<file path="src/shared/iwc_pkg.sv">
// Constants and types for the interrupt and wake control block
// How it works
// - Soft trap is taken regardless of mask, vectors through 0xFFC/0xFFD.
// - Wake uses ordinary vectors; no wake indication is given.
// - Low request pin with mask clear is taken via 0xFFA/0xFFB, mask set.
// - Pin trigger is fixed: level plus falling edge, or falling edge only.
// - Pin latch cleared early in service; one further edge may stay pending.
// - With level sensing, a still-low pin after service raises a new request.
// - Capture, compare, rollover flags in top three status bits share 0xFF8.
// - Each timer flag has an enable; reset clears all three enables.
// - Timer request reaches the core only with mask clear; accept sets mask.
// - Flag clears on associated access after status read saw it set.
// - Four port lines share vector 0xFF6, one flag per line.
// - Port flag sets whenever its pin is low, driven or external.
// - Port flags clear only by write, reset; set regardless of enables.
// - Enabled line with flag high and mask clear raises a request.
// - Request drops with enable or flag; low pin resets flag at once.
// - Deep standby stops oscillator and processing, clears mask, keeps state.
// - Deep standby ends on pin, enabled port, reset, or rollover/compare timer flag with timer clock.
// - Light standby halts core, timer keeps running, mask cleared.
// - Light standby ends on any enabled interrupt or reset, vector 0xFF6..0xFFF.
// - Timer counter advances through a divide-by-four prescaler.
// - High-byte access inhibits a timer function until its low byte.
// - Cleared enable blocks the request but never the flag.
// - Reset sets mask, clears port enables, pin latch and standby latches.
package iwc_pkg;
   // ************************************************************
   // Register indices; the bus byte address is four times the index
   // ************************************************************
   localparam logic [7:0] IDX_TIMER_CONTROL = 8'h12;
   localparam logic [7:0] IDX_TIMER_STATUS = 8'h13;
   localparam logic [7:0] IDX_CAP_HI = 8'h14;
   localparam logic [7:0] IDX_CAP_LO = 8'h15;
   localparam logic [7:0] IDX_CMP_HI = 8'h16;
   localparam logic [7:0] IDX_CMP_LO = 8'h17;
   localparam logic [7:0] IDX_CNT_HI = 8'h18;
   localparam logic [7:0] IDX_CNT_LO = 8'h19;
   localparam logic [7:0] IDX_PORT_FLAGS = 8'h20;
   localparam logic [7:0] IDX_PORT_ENABLES = 8'h21;
   localparam logic [7:0] IDX_CORE_CTRL = 8'h22;
   localparam logic [7:0] IDX_CORE_STATUS = 8'h23;
   // ************************************************************
   // Field positions
   // ************************************************************
   localparam int BIT_CAPTURE = 7;
   localparam int BIT_COMPARE = 6;
   localparam int BIT_ROLLOVER = 5;
   localparam int CTL_MASK_CLR = 0;
   localparam int CTL_SOFT_TRAP = 1;
   localparam int CTL_DEEP = 2;
   localparam int CTL_LIGHT = 3;
   localparam int CTL_ACK = 4;
   localparam int CTL_PIN_CLR = 5;
   // ************************************************************
   // Vectors, reset values, timing
   // ************************************************************
   localparam logic [11:0] VEC_RESET = 12'hFFE;
   localparam logic [11:0] VEC_SOFT = 12'hFFC;
   localparam logic [11:0] VEC_PIN = 12'hFFA;
   localparam logic [11:0] VEC_TIMER = 12'hFF8;
   localparam logic [11:0] VEC_PORT = 12'hFF6;
   localparam logic [15:0] COUNT_RESET = 16'hFFFC;
   localparam logic [1:0] PRESCALE_LAST = 2'h3;
   localparam int HANDLER_GAP_CYCLES = 21;
   typedef enum logic [1:0] {RUN, LIGHT, DEEP} iwc_mode_e;
endpackage : iwc_pkg

</file>
<file path="src/hw/iwc_top.sv">
// Interrupt, timer flag and standby control with an AXI4-Lite register slave
//
// The AXI4-Lite slave port was left to the implementer.
`timescale 1ns/10ps
module iwc_top
   import iwc_pkg::*;
#(
   parameter bit LEVEL_SENSE = 1'b1,
   parameter int LINES = 4
) (
   // Clock, reset, enable
   input wire logic ref_clk,
   input wire logic rstn,
   input wire logic clkEn,
   // External pins
   input wire logic reqPinN,
   input wire logic [LINES-1:0] portPin,
   input wire logic captureIn,
   input wire logic timerClkEn,
   // Core interface
   output logic vecValid,
   output logic [11:0] vecAddr,
   output logic maskBit,
   output logic coreHalted,
   output logic oscRun,
   // AXI4-Lite
   input wire logic [7:0] s_axi_awaddr,
   input wire logic s_axi_awvalid,
   output logic s_axi_awready,
   input wire logic [31:0] s_axi_wdata,
   input wire logic [3:0] s_axi_wstrb,
   input wire logic s_axi_wvalid,
   output logic s_axi_wready,
   output logic [1:0] s_axi_bresp,
   output logic s_axi_bvalid,
   input wire logic s_axi_bready,
   input wire logic [7:0] s_axi_araddr,
   input wire logic s_axi_arvalid,
   output logic s_axi_arready,
   output logic [31:0] s_axi_rdata,
   output logic [1:0] s_axi_rresp,
   output logic s_axi_rvalid,
   input wire logic s_axi_rready
);
   // ************************************************************
   // State
   // ************************************************************
   typedef struct packed {
      logic [1:0] pinSync;
      logic [LINES-1:0] portS1;
      logic [LINES-1:0] portS2;
      logic [1:0] capSync;
      logic capS3;
      logic pinPrev;
      logic pinLatch;
      logic [LINES-1:0] portFlags;
      logic [LINES-1:0] portEn;
      logic [2:0] tFlags;
      logic [2:0] tEn;
      logic [2:0] armed;
      logic [1:0] pre;
      logic [15:0] cnt;
      logic [15:0] cmp;
      logic [15:0] cap;
      logic cmpInhibit;
      logic capInhibit;
      logic mask;
      iwc_mode_e mode;
      logic vecV;
      logic [11:0] vec;
      logic awHave;
      logic [7:0] awA;
      logic wHave;
      logic [31:0] wD;
      logic bV;
      logic [1:0] bR;
      logic rV;
      logic [31:0] rD;
      logic [1:0] rR;
      logic halt;
      logic oscOn;
      logic [2:0] rdy;
   } iwc_state_s;

   iwc_state_s st_q;
   iwc_state_s st_d;

   // Valid register address decode, shared by both channels
   function automatic logic isMapped(input logic [7:0] a);
      isMapped = (a[1:0] == 2'b00) && (a[7:2] inside {IDX_TIMER_CONTROL, IDX_TIMER_STATUS,
         IDX_CAP_HI, IDX_CAP_LO, IDX_CMP_HI, IDX_CMP_LO, IDX_CNT_HI, IDX_CNT_LO,
         IDX_PORT_FLAGS, IDX_PORT_ENABLES, IDX_CORE_CTRL, IDX_CORE_STATUS});
   endfunction : isMapped

   logic pinLow;
   logic pinFall;
   logic [LINES-1:0] portLow;
   logic pinReq;
   logic timerReq;
   logic portReq;
   logic anyReq;
   logic deepWake;
   logic doWrite;
   logic doRead;
   logic [5:0] wIdx;
   logic [5:0] rIdx;
   logic [7:0] wb;
   logic tick;

   // ************************************************************
   // Next-state logic
   // ************************************************************
   always_comb begin
      st_d = st_q;
      // Pins pass two flops before use
      st_d.pinSync = {st_q.pinSync[0], reqPinN};
      st_d.portS1 = portPin;
      st_d.portS2 = st_q.portS1;
      st_d.capSync = {st_q.capSync[0], captureIn};
      st_d.capS3 = st_q.capSync[1];
      pinLow = !st_q.pinSync[1];
      pinFall = st_q.pinPrev && pinLow;
      st_d.pinPrev = st_q.pinSync[1];
      portLow = ~st_q.portS2;
      st_d.vecV = 1'b0;
      // Pin trigger: edge always latches; level adds a live term
      pinReq = st_q.pinLatch || (LEVEL_SENSE && pinLow);
      timerReq = |(st_q.tFlags & st_q.tEn);
      portReq = |(st_q.portFlags & st_q.portEn);
      anyReq = pinReq || timerReq || portReq;
      // Timer only wakes deep standby when its own clock is present
      deepWake = pinReq || portReq || (timerClkEn && |(st_q.tFlags[1:0] & st_q.tEn[1:0]));
      if (pinFall) begin
         st_d.pinLatch = 1'b1;
      end
      // Port flags follow a low pin whatever the enables
      st_d.portFlags = st_q.portFlags | portLow;
      // Prescaler divides by four; counter runs unless deep standby without timer clock
      tick = 1'b0;
      if (st_q.mode != DEEP || timerClkEn) begin
         st_d.pre = st_q.pre + 2'h1;
         tick = (st_q.pre == PRESCALE_LAST);
      end
      if (tick) begin
         st_d.cnt = st_q.cnt + 16'h0001;
         if (st_q.cnt == 16'hFFFF) begin
            st_d.tFlags[BIT_ROLLOVER-5] = 1'b1;
         end
         if (!st_q.cmpInhibit && st_q.cnt == st_q.cmp) begin
            st_d.tFlags[BIT_COMPARE-5] = 1'b1;
         end
      end
      if (st_q.capSync[1] && !st_q.capS3 && !st_q.capInhibit) begin
         st_d.cap = st_q.cnt + 16'h0001;
         st_d.tFlags[BIT_CAPTURE-5] = 1'b1;
      end
      // Standby exit; ordinary vectors, no wake mark
      if (st_q.mode == LIGHT && anyReq) begin
         st_d.mode = RUN;
      end
      if (st_q.mode == DEEP && deepWake) begin
         st_d.mode = RUN;
      end
      // Arbitration when mask clear and running: pin, timer, port
      if (st_q.mode == RUN && !st_q.mask && anyReq) begin
         st_d.mask = 1'b1;
         st_d.vecV = 1'b1;
         if (pinReq) begin
            st_d.vec = VEC_PIN;
            st_d.pinLatch = pinFall; // Early clear keeps one new edge
         end else if (timerReq) begin
            st_d.vec = VEC_TIMER;
         end else begin
            st_d.vec = VEC_PORT;
         end
      end
      // AXI write channel capture
      st_d.awHave = st_q.awHave || s_axi_awvalid;
      if (s_axi_awvalid && !st_q.awHave) begin
         st_d.awA = s_axi_awaddr;
      end
      st_d.wHave = st_q.wHave || s_axi_wvalid;
      if (s_axi_wvalid && !st_q.wHave) begin
         st_d.wD = s_axi_wstrb[0] ? s_axi_wdata : 32'h00000000;
      end
      doWrite = st_q.awHave && st_q.wHave && !st_q.bV;
      wIdx = st_q.awA[7:2];
      wb = st_q.wD[7:0];
      if (s_axi_bvalid && s_axi_bready) begin
         st_d.bV = 1'b0;
      end
      if (doWrite) begin
         st_d.awHave = 1'b0;
         st_d.wHave = 1'b0;
         st_d.bV = 1'b1;
         st_d.bR = isMapped(st_q.awA) ? 2'b00 : 2'b10;
         if (st_q.awA[1:0] == 2'b00) begin
            case (wIdx)
               IDX_TIMER_CONTROL[5:0]: begin
                  st_d.tEn = wb[7:5];
               end
               IDX_CMP_HI[5:0]: begin
                  st_d.cmp[15:8] = wb;
                  st_d.cmpInhibit = 1'b1;
               end
               IDX_CMP_LO[5:0]: begin
                  st_d.cmp[7:0] = wb;
                  st_d.cmpInhibit = 1'b0;
                  if (st_q.armed[1]) begin
                     st_d.tFlags[1] = tick && !st_q.cmpInhibit && st_q.cnt == st_q.cmp;
                     st_d.armed[1] = 1'b0;
                  end
               end
               IDX_PORT_FLAGS[5:0]: begin
                  // Low pin sets the flag back at once
                  st_d.portFlags = (st_q.portFlags & ~wb[LINES-1:0]) | portLow;
               end
               IDX_PORT_ENABLES[5:0]: begin
                  st_d.portEn = wb[LINES-1:0];
               end
               IDX_CORE_CTRL[5:0]: begin
                  if (wb[CTL_MASK_CLR]) begin
                     st_d.mask = 1'b0; // Return from handler
                  end
                  if (wb[CTL_PIN_CLR]) begin
                     st_d.pinLatch = pinFall;
                  end
                  if (wb[CTL_SOFT_TRAP]) begin
                     st_d.vecV = 1'b1; // Taken whatever the mask
                     st_d.vec = VEC_SOFT;
                     st_d.mask = 1'b1;
                  end else if (wb[CTL_DEEP]) begin
                     st_d.mode = DEEP;
                     st_d.mask = 1'b0;
                  end else if (wb[CTL_LIGHT]) begin
                     st_d.mode = LIGHT;
                     st_d.mask = 1'b0;
                  end
               end
               default: begin
               end
            endcase
         end
      end
      // AXI read channel
      doRead = s_axi_arvalid && !st_q.rV;
      rIdx = s_axi_araddr[7:2];
      if (s_axi_rvalid && s_axi_rready) begin
         st_d.rV = 1'b0;
      end
      if (doRead) begin
         st_d.rV = 1'b1;
         st_d.rR = isMapped(s_axi_araddr) ? 2'b00 : 2'b10;
         st_d.rD = 32'h00000000;
         if (s_axi_araddr[1:0] == 2'b00) begin
            case (rIdx)
               IDX_TIMER_CONTROL[5:0]: st_d.rD[7:5] = st_q.tEn;
               IDX_TIMER_STATUS[5:0]: begin
                  st_d.rD[7:5] = st_q.tFlags;
                  st_d.armed = st_q.tFlags; // Arm flags seen set
               end
               IDX_CAP_HI[5:0]: begin
                  st_d.rD[7:0] = st_q.cap[15:8];
                  st_d.capInhibit = 1'b1;
               end
               IDX_CAP_LO[5:0]: begin
                  st_d.rD[7:0] = st_q.cap[7:0];
                  st_d.capInhibit = 1'b0;
                  if (st_q.armed[2]) begin
                     st_d.tFlags[2] = st_q.capSync[1] && !st_q.capS3 && !st_q.capInhibit;
                     st_d.armed[2] = 1'b0;
                  end
               end
               IDX_CMP_HI[5:0]: st_d.rD[7:0] = st_q.cmp[15:8];
               IDX_CMP_LO[5:0]: st_d.rD[7:0] = st_q.cmp[7:0];
               IDX_CNT_HI[5:0]: st_d.rD[7:0] = st_q.cnt[15:8];
               IDX_CNT_LO[5:0]: begin
                  st_d.rD[7:0] = st_q.cnt[7:0];
                  if (st_q.armed[0]) begin
                     // Set wins when rollover lands in the same cycle
                     st_d.tFlags[0] = tick && st_q.cnt == 16'hFFFF;
                     st_d.armed[0] = 1'b0;
                  end
               end
               IDX_PORT_FLAGS[5:0]: st_d.rD[LINES-1:0] = st_q.portFlags;
               IDX_PORT_ENABLES[5:0]: st_d.rD[LINES-1:0] = st_q.portEn;
               IDX_CORE_STATUS[5:0]: st_d.rD[7:0] = {anyReq, pinReq, timerReq, portReq,
                  st_q.mask, st_q.pinLatch, 2'b00};
               default: begin
               end
            endcase
         end
      end
      st_d.halt = (st_d.mode != RUN); // Output flops mirror next state
      st_d.oscOn = (st_d.mode != DEEP);
      st_d.rdy = {!st_d.awHave, !st_d.wHave, !st_d.rV};
   end

   // ************************************************************
   // Registers; reset values for control state
   // ************************************************************
   always_ff @(posedge ref_clk or negedge rstn) begin
      if (!rstn) begin
         st_q <= '0;
         st_q.pinSync <= 2'b11;
         st_q.pinPrev <= 1'b1;
         st_q.portS1 <= '1;
         st_q.portS2 <= '1;
         st_q.cnt <= COUNT_RESET;
         st_q.mask <= 1'b1;
         st_q.mode <= RUN;
         st_q.vecV <= 1'b1;
         st_q.vec <= VEC_RESET;
         st_q.oscOn <= 1'b1;
         st_q.rdy <= 3'b111;
      end else if (clkEn) begin
         st_q <= st_d;
      end
   end

   // ************************************************************
   // Outputs straight from flops
   // ************************************************************
   assign vecValid = st_q.vecV;
   assign vecAddr = st_q.vec;
   assign maskBit = st_q.mask;
   assign coreHalted = st_q.halt;
   assign oscRun = st_q.oscOn;
   assign s_axi_awready = st_q.rdy[2];
   assign s_axi_wready = st_q.rdy[1];
   assign s_axi_bvalid = st_q.bV;
   assign s_axi_bresp = st_q.bR;
   assign s_axi_arready = st_q.rdy[0];
   assign s_axi_rvalid = st_q.rV;
   assign s_axi_rdata = st_q.rD;
   assign s_axi_rresp = st_q.rR;
endmodule : iwc_top

</file>
<file path="config.mk">
export PLATFORM = sky130hd
export DESIGN_NAME = iwc_top
export DESIGN_NICKNAME = d
export VERILOG_FILES = /design/src/shared/iwc_pkg.sv /design/src/hw/iwc_top.sv
export SDC_FILE = /design/constraint.sdc
export NUM_CORES = 1
export LEC_CHECK = 0
export BUFFER_PORTS_ARGS = -buffer_cell sky130_fd_sc_hd__buf_4
export CELL_PAD_IN_SITES_DETAIL_PLACEMENT = 1
export CELL_PAD_IN_SITES_GLOBAL_PLACEMENT = 2
export CORE_MARGIN = 1.5
export CORE_UTILIZATION = 39
export CTS_BUF_LIST = sky130_fd_sc_hd__clkbuf_16
export DETAILED_ROUTE_END_ITERATION = 8
export HOLD_SLACK_MARGIN = 0.08
export PLACE_DENSITY = 0.9
export SYNTH_ARGS = -nofsm -noshare
export SYNTH_HDL_FRONTEND = slang
export SYNTH_SLANG_ARGS = --single-unit
export TNS_END_PERCENT = 1
</file>
<file path="constraint.sdc">
create_clock -name ref_clk -period 4 [get_ports ref_clk]
set_clock_uncertainty 0.1 [all_clocks]
set_input_delay 0.2 -clock ref_clk [delete_from_list [all_inputs] [get_ports ref_clk]]
set_output_delay 0.2 -clock ref_clk [all_outputs]
set_load 0.1 [all_outputs]
</file>
==> impl_metrics.yaml <==
run_status:
  outcome: "finished, final reports clean"
timing:
  maxSlewViolCount: 0
  min_period_over_period_pct: 64.7
  rsz0062_at_grt: "no"
  holdWs_ps: 139
  hold_violations: 0
  maxSlewHeadroom_pct: 18.5
  fmax_ghz: 0.386
  setup_viol: 0
  tightest_slew_ps: 1220
  min_period_ps: 2590
  tns_ps: 0
route:
  drc: 0
  drt_wl_total_mm: 19.6
  ant_nets: 0
  routed_via_density: 5.47
  route.vias.total: 5334
  dr.pass1.iters: 5
  routedWlPerCell_um: 20.1
  drt-initial-drc-count: 268
setup_path:
  cp_top_family: "compound AO/OA/AOI/OAI gates"
  startpoint: "st_d[171]"
  cp.arrival_ps: 2790
  required_ps: 4200
  cp.depth: 5
  r2r_slack_ps: 1410
  critPathSlowestCell: "o21ai_1"
  reg2reg_from: "st_d[171]"
  endpoint: "vecValid"
  slowest_delay_ps: 770
  worstSetupPathType: "reg2reg"
  worstPathMaxFanout: 13
  rr_endpoint: "vecValid"
  start_kind: "flop"
  crit_chain: "nor2b_1, and2_1, a2111oi_2, o21ai_1, o21ai_0"
  path_buf_inv: 0
  reg2reg_depth: 5
  end_kind: "flop"
clocking:
  root_buffer: "clkbuf_16"
  clk_path_buf_depth: 2
  tritoncts: "yes"
  insertion_delay_ps: 430
  cts_sinks: 135
  path_clk_slew_ps: 60
  h-tree-depth: 4
  cts_buffers: 17
yosys:
  synth_edf_count: 0
  ys_seq_area_share_pct: 48.8
  synth_cell_types: 68
  yosys_warnings: 0
  synth_area_um2: 7030
  avgSynthCellArea_um2: 10.6
  ys_async_sr_fraction_pct: 100
  ys_ff_latch: 135
  ys.flop_type: "dfrtp_1"
  syn_inst: 661
global_route:
  grt_pass1_wl_mm: 31.4
  gr-total-overflow: 0
  grt_use_total_pct: 22.2
  grt_max_degree: 48
  grt_pass1_vias: 5778
  antenna_found_initial: 0
final_layout:
  drive_above_1_share_pct: 27.4
  area_growth_pct: 19.3
  nNetsFinal: 807
  insertedDiodeCount: 0
  final_cell_mix: "dfrtp_1, nand2_1, buf_4"
  layout_commonest_cell: "dfrtp_1"
die:
  die_y_um: 137
  die-width_um: 137
  ios: 124
  start_util_pct: 40.2
  core_area_um2: 17500
  core.rowCount: 48
  die_area_um2: 18800
power_and_ir_drop:
  power.leakage_nw: 3.63
  power_density_nw_per_um2: 556
  ir_drop_mv: 0.484
placed_design:
  dpl.hpwl_mm: 13.7
  io_buffers: 70
  gp_congestion: 0.847
hold_path:
  holdCritPathClass: "in2reg"
run:
  cap_violations: 0
[worst min path at each step]
| stage | startpoint | to | cells past startpoint |
|---|---|---|---|
| 2_1_floorplan | rstn | coreHalted | 0 |
| 3_3_place_gp | rstn | st_q[109] | 1 |
| 3_5_place_dp | rstn | st_q[109] | 1 |
| 5_1_grt | s_axi_araddr[2] | st_q[153] | 3 |
| 6_report | s_axi_araddr[2] | st_q[153] | 3 |
| 4_1_cts | s_axi_araddr[2] | st_q[153] | 3 |
[registers in the layout, indices dropped and copies added (netlist names)]
register,flops
oscRun,1
s_axi_awready,1
s_axi_bvalid,1
s_axi_arready,1
s_axi_bresp,1
vecAddr,12
vecValid,1
st_d,8
s_axi_rdata,8
st_q,96
s_axi_wready,1
maskBit,1
s_axi_rresp,1
coreHalted,1
s_axi_rvalid,1
[final cells by class]
class,count,area (um^2)
fillers,1903,9090
flip-flops and latches,135,3430
multi-input cells,452,3120
repair buffers,118,991
clock buffers,17,425
well taps,225,282
clock inverters,15,85.1
inverters,14,52.6
[power by group]
| group | internal [mW] | total [mW] | switching [mW] |
|---|---|---|---|
| sequential | 1.64 | 1.95 | 0.310 |
| combinational | 0.422 | 1.32 | 0.897 |
| clock | 0.822 | 1.39 | 0.564 |
| total | 2.89 | 4.66 | 1.77 |
[metrics by stage]
step	total power [mW]	instance area (um^2)	utilization [%]	instances	setup WS (ps)
2_1_floorplan	2.90	7120	-	686	1450
5_1_grt	4.87	8380	48.0	976	1150
3_5_place_dp	3.25	7450	42.6	902	1420
6_report	4.66	8380	48.0	976	1410
3_3_place_gp	3.18	7450	42.6	902	1590
4_1_cts	4.68	8380	48.0	976	1380
[cell families (layout without fill, tap and decap cells)]
kind of cell             count (synthesis)  count (layout)  share of synthesized area [%]
AO/OA/AOI/OAI                          113             113                           10.5
XOR/XNOR                                46              46                           5.73
adder cells (fa/ha/maj)                  2               2                          0.356
buffers and inverters                   99             164                           8.16
flip-flops                             135             135                           48.8
multiplexers                            59              59                           11.1
other                                    1              26                         0.0534
AND/OR/NAND/NOR                        206             206                           15.3
[cells in the mapped netlist, types with 3 or more instances]
cell / instances / area (um^2)
clkbuf_1: 23 / 86.3
o21ai_0: 50 / 250
mux4_2: 8 / 180
dfrtp_1: 93 / 2330
a32oi_1: 3 / 26.3
inv_1: 14 / 52.6
xor2_1: 20 / 175
buf_4: 49 / 368
a22o_1: 5 / 43.8
and3_1: 8 / 50.1
a21oi_1: 11 / 55.1
o22ai_1: 3 / 18.8
nand4_1: 9 / 56.3
nand2_1: 90 / 338
a22oi_1: 8 / 60.1
nor4b_1: 3 / 26.3
nor2_1: 22 / 82.6
and2_1: 4 / 25.0
nor4_1: 7 / 43.8
nor4_2: 4 / 50.1
nand2b_1: 9 / 56.3
nand3b_1: 4 / 30.0
dfstp_2: 42 / 1100
buf_2: 8 / 40.0
nand3_1: 9 / 45.0
xnor2_1: 26 / 228
buf_1: 4 / 15.0
a21o_1: 4 / 30.0
mux2_4: 8 / 120
o31ai_1: 3 / 22.5
mux2_2: 42 / 473
nor3_1: 16 / 80.1
[metal layers]
layer  track usage, %  part of all wire (%)  vias up
li1                 -                     -     2409
met1             26.5                    41     2747
met2             39.1                    52      148
met3             4.82                   4.1       30
met4             8.54                   2.1        0
met5                0                     0        -
[worst min-delay path: stages]
cell and delay, ps:
buf_4 220, nand4_1 120, nand2_1 60
[what timing repair did]
action / 4_1_cts / 5_1_grt
gates resized for setup: 0 / 0
setup buffers: 0 / 0
hold buffers: 42 / 0
hold endpoints to repair: 75 / 0
Note: power is estimated with default switching activity, not from simulation.
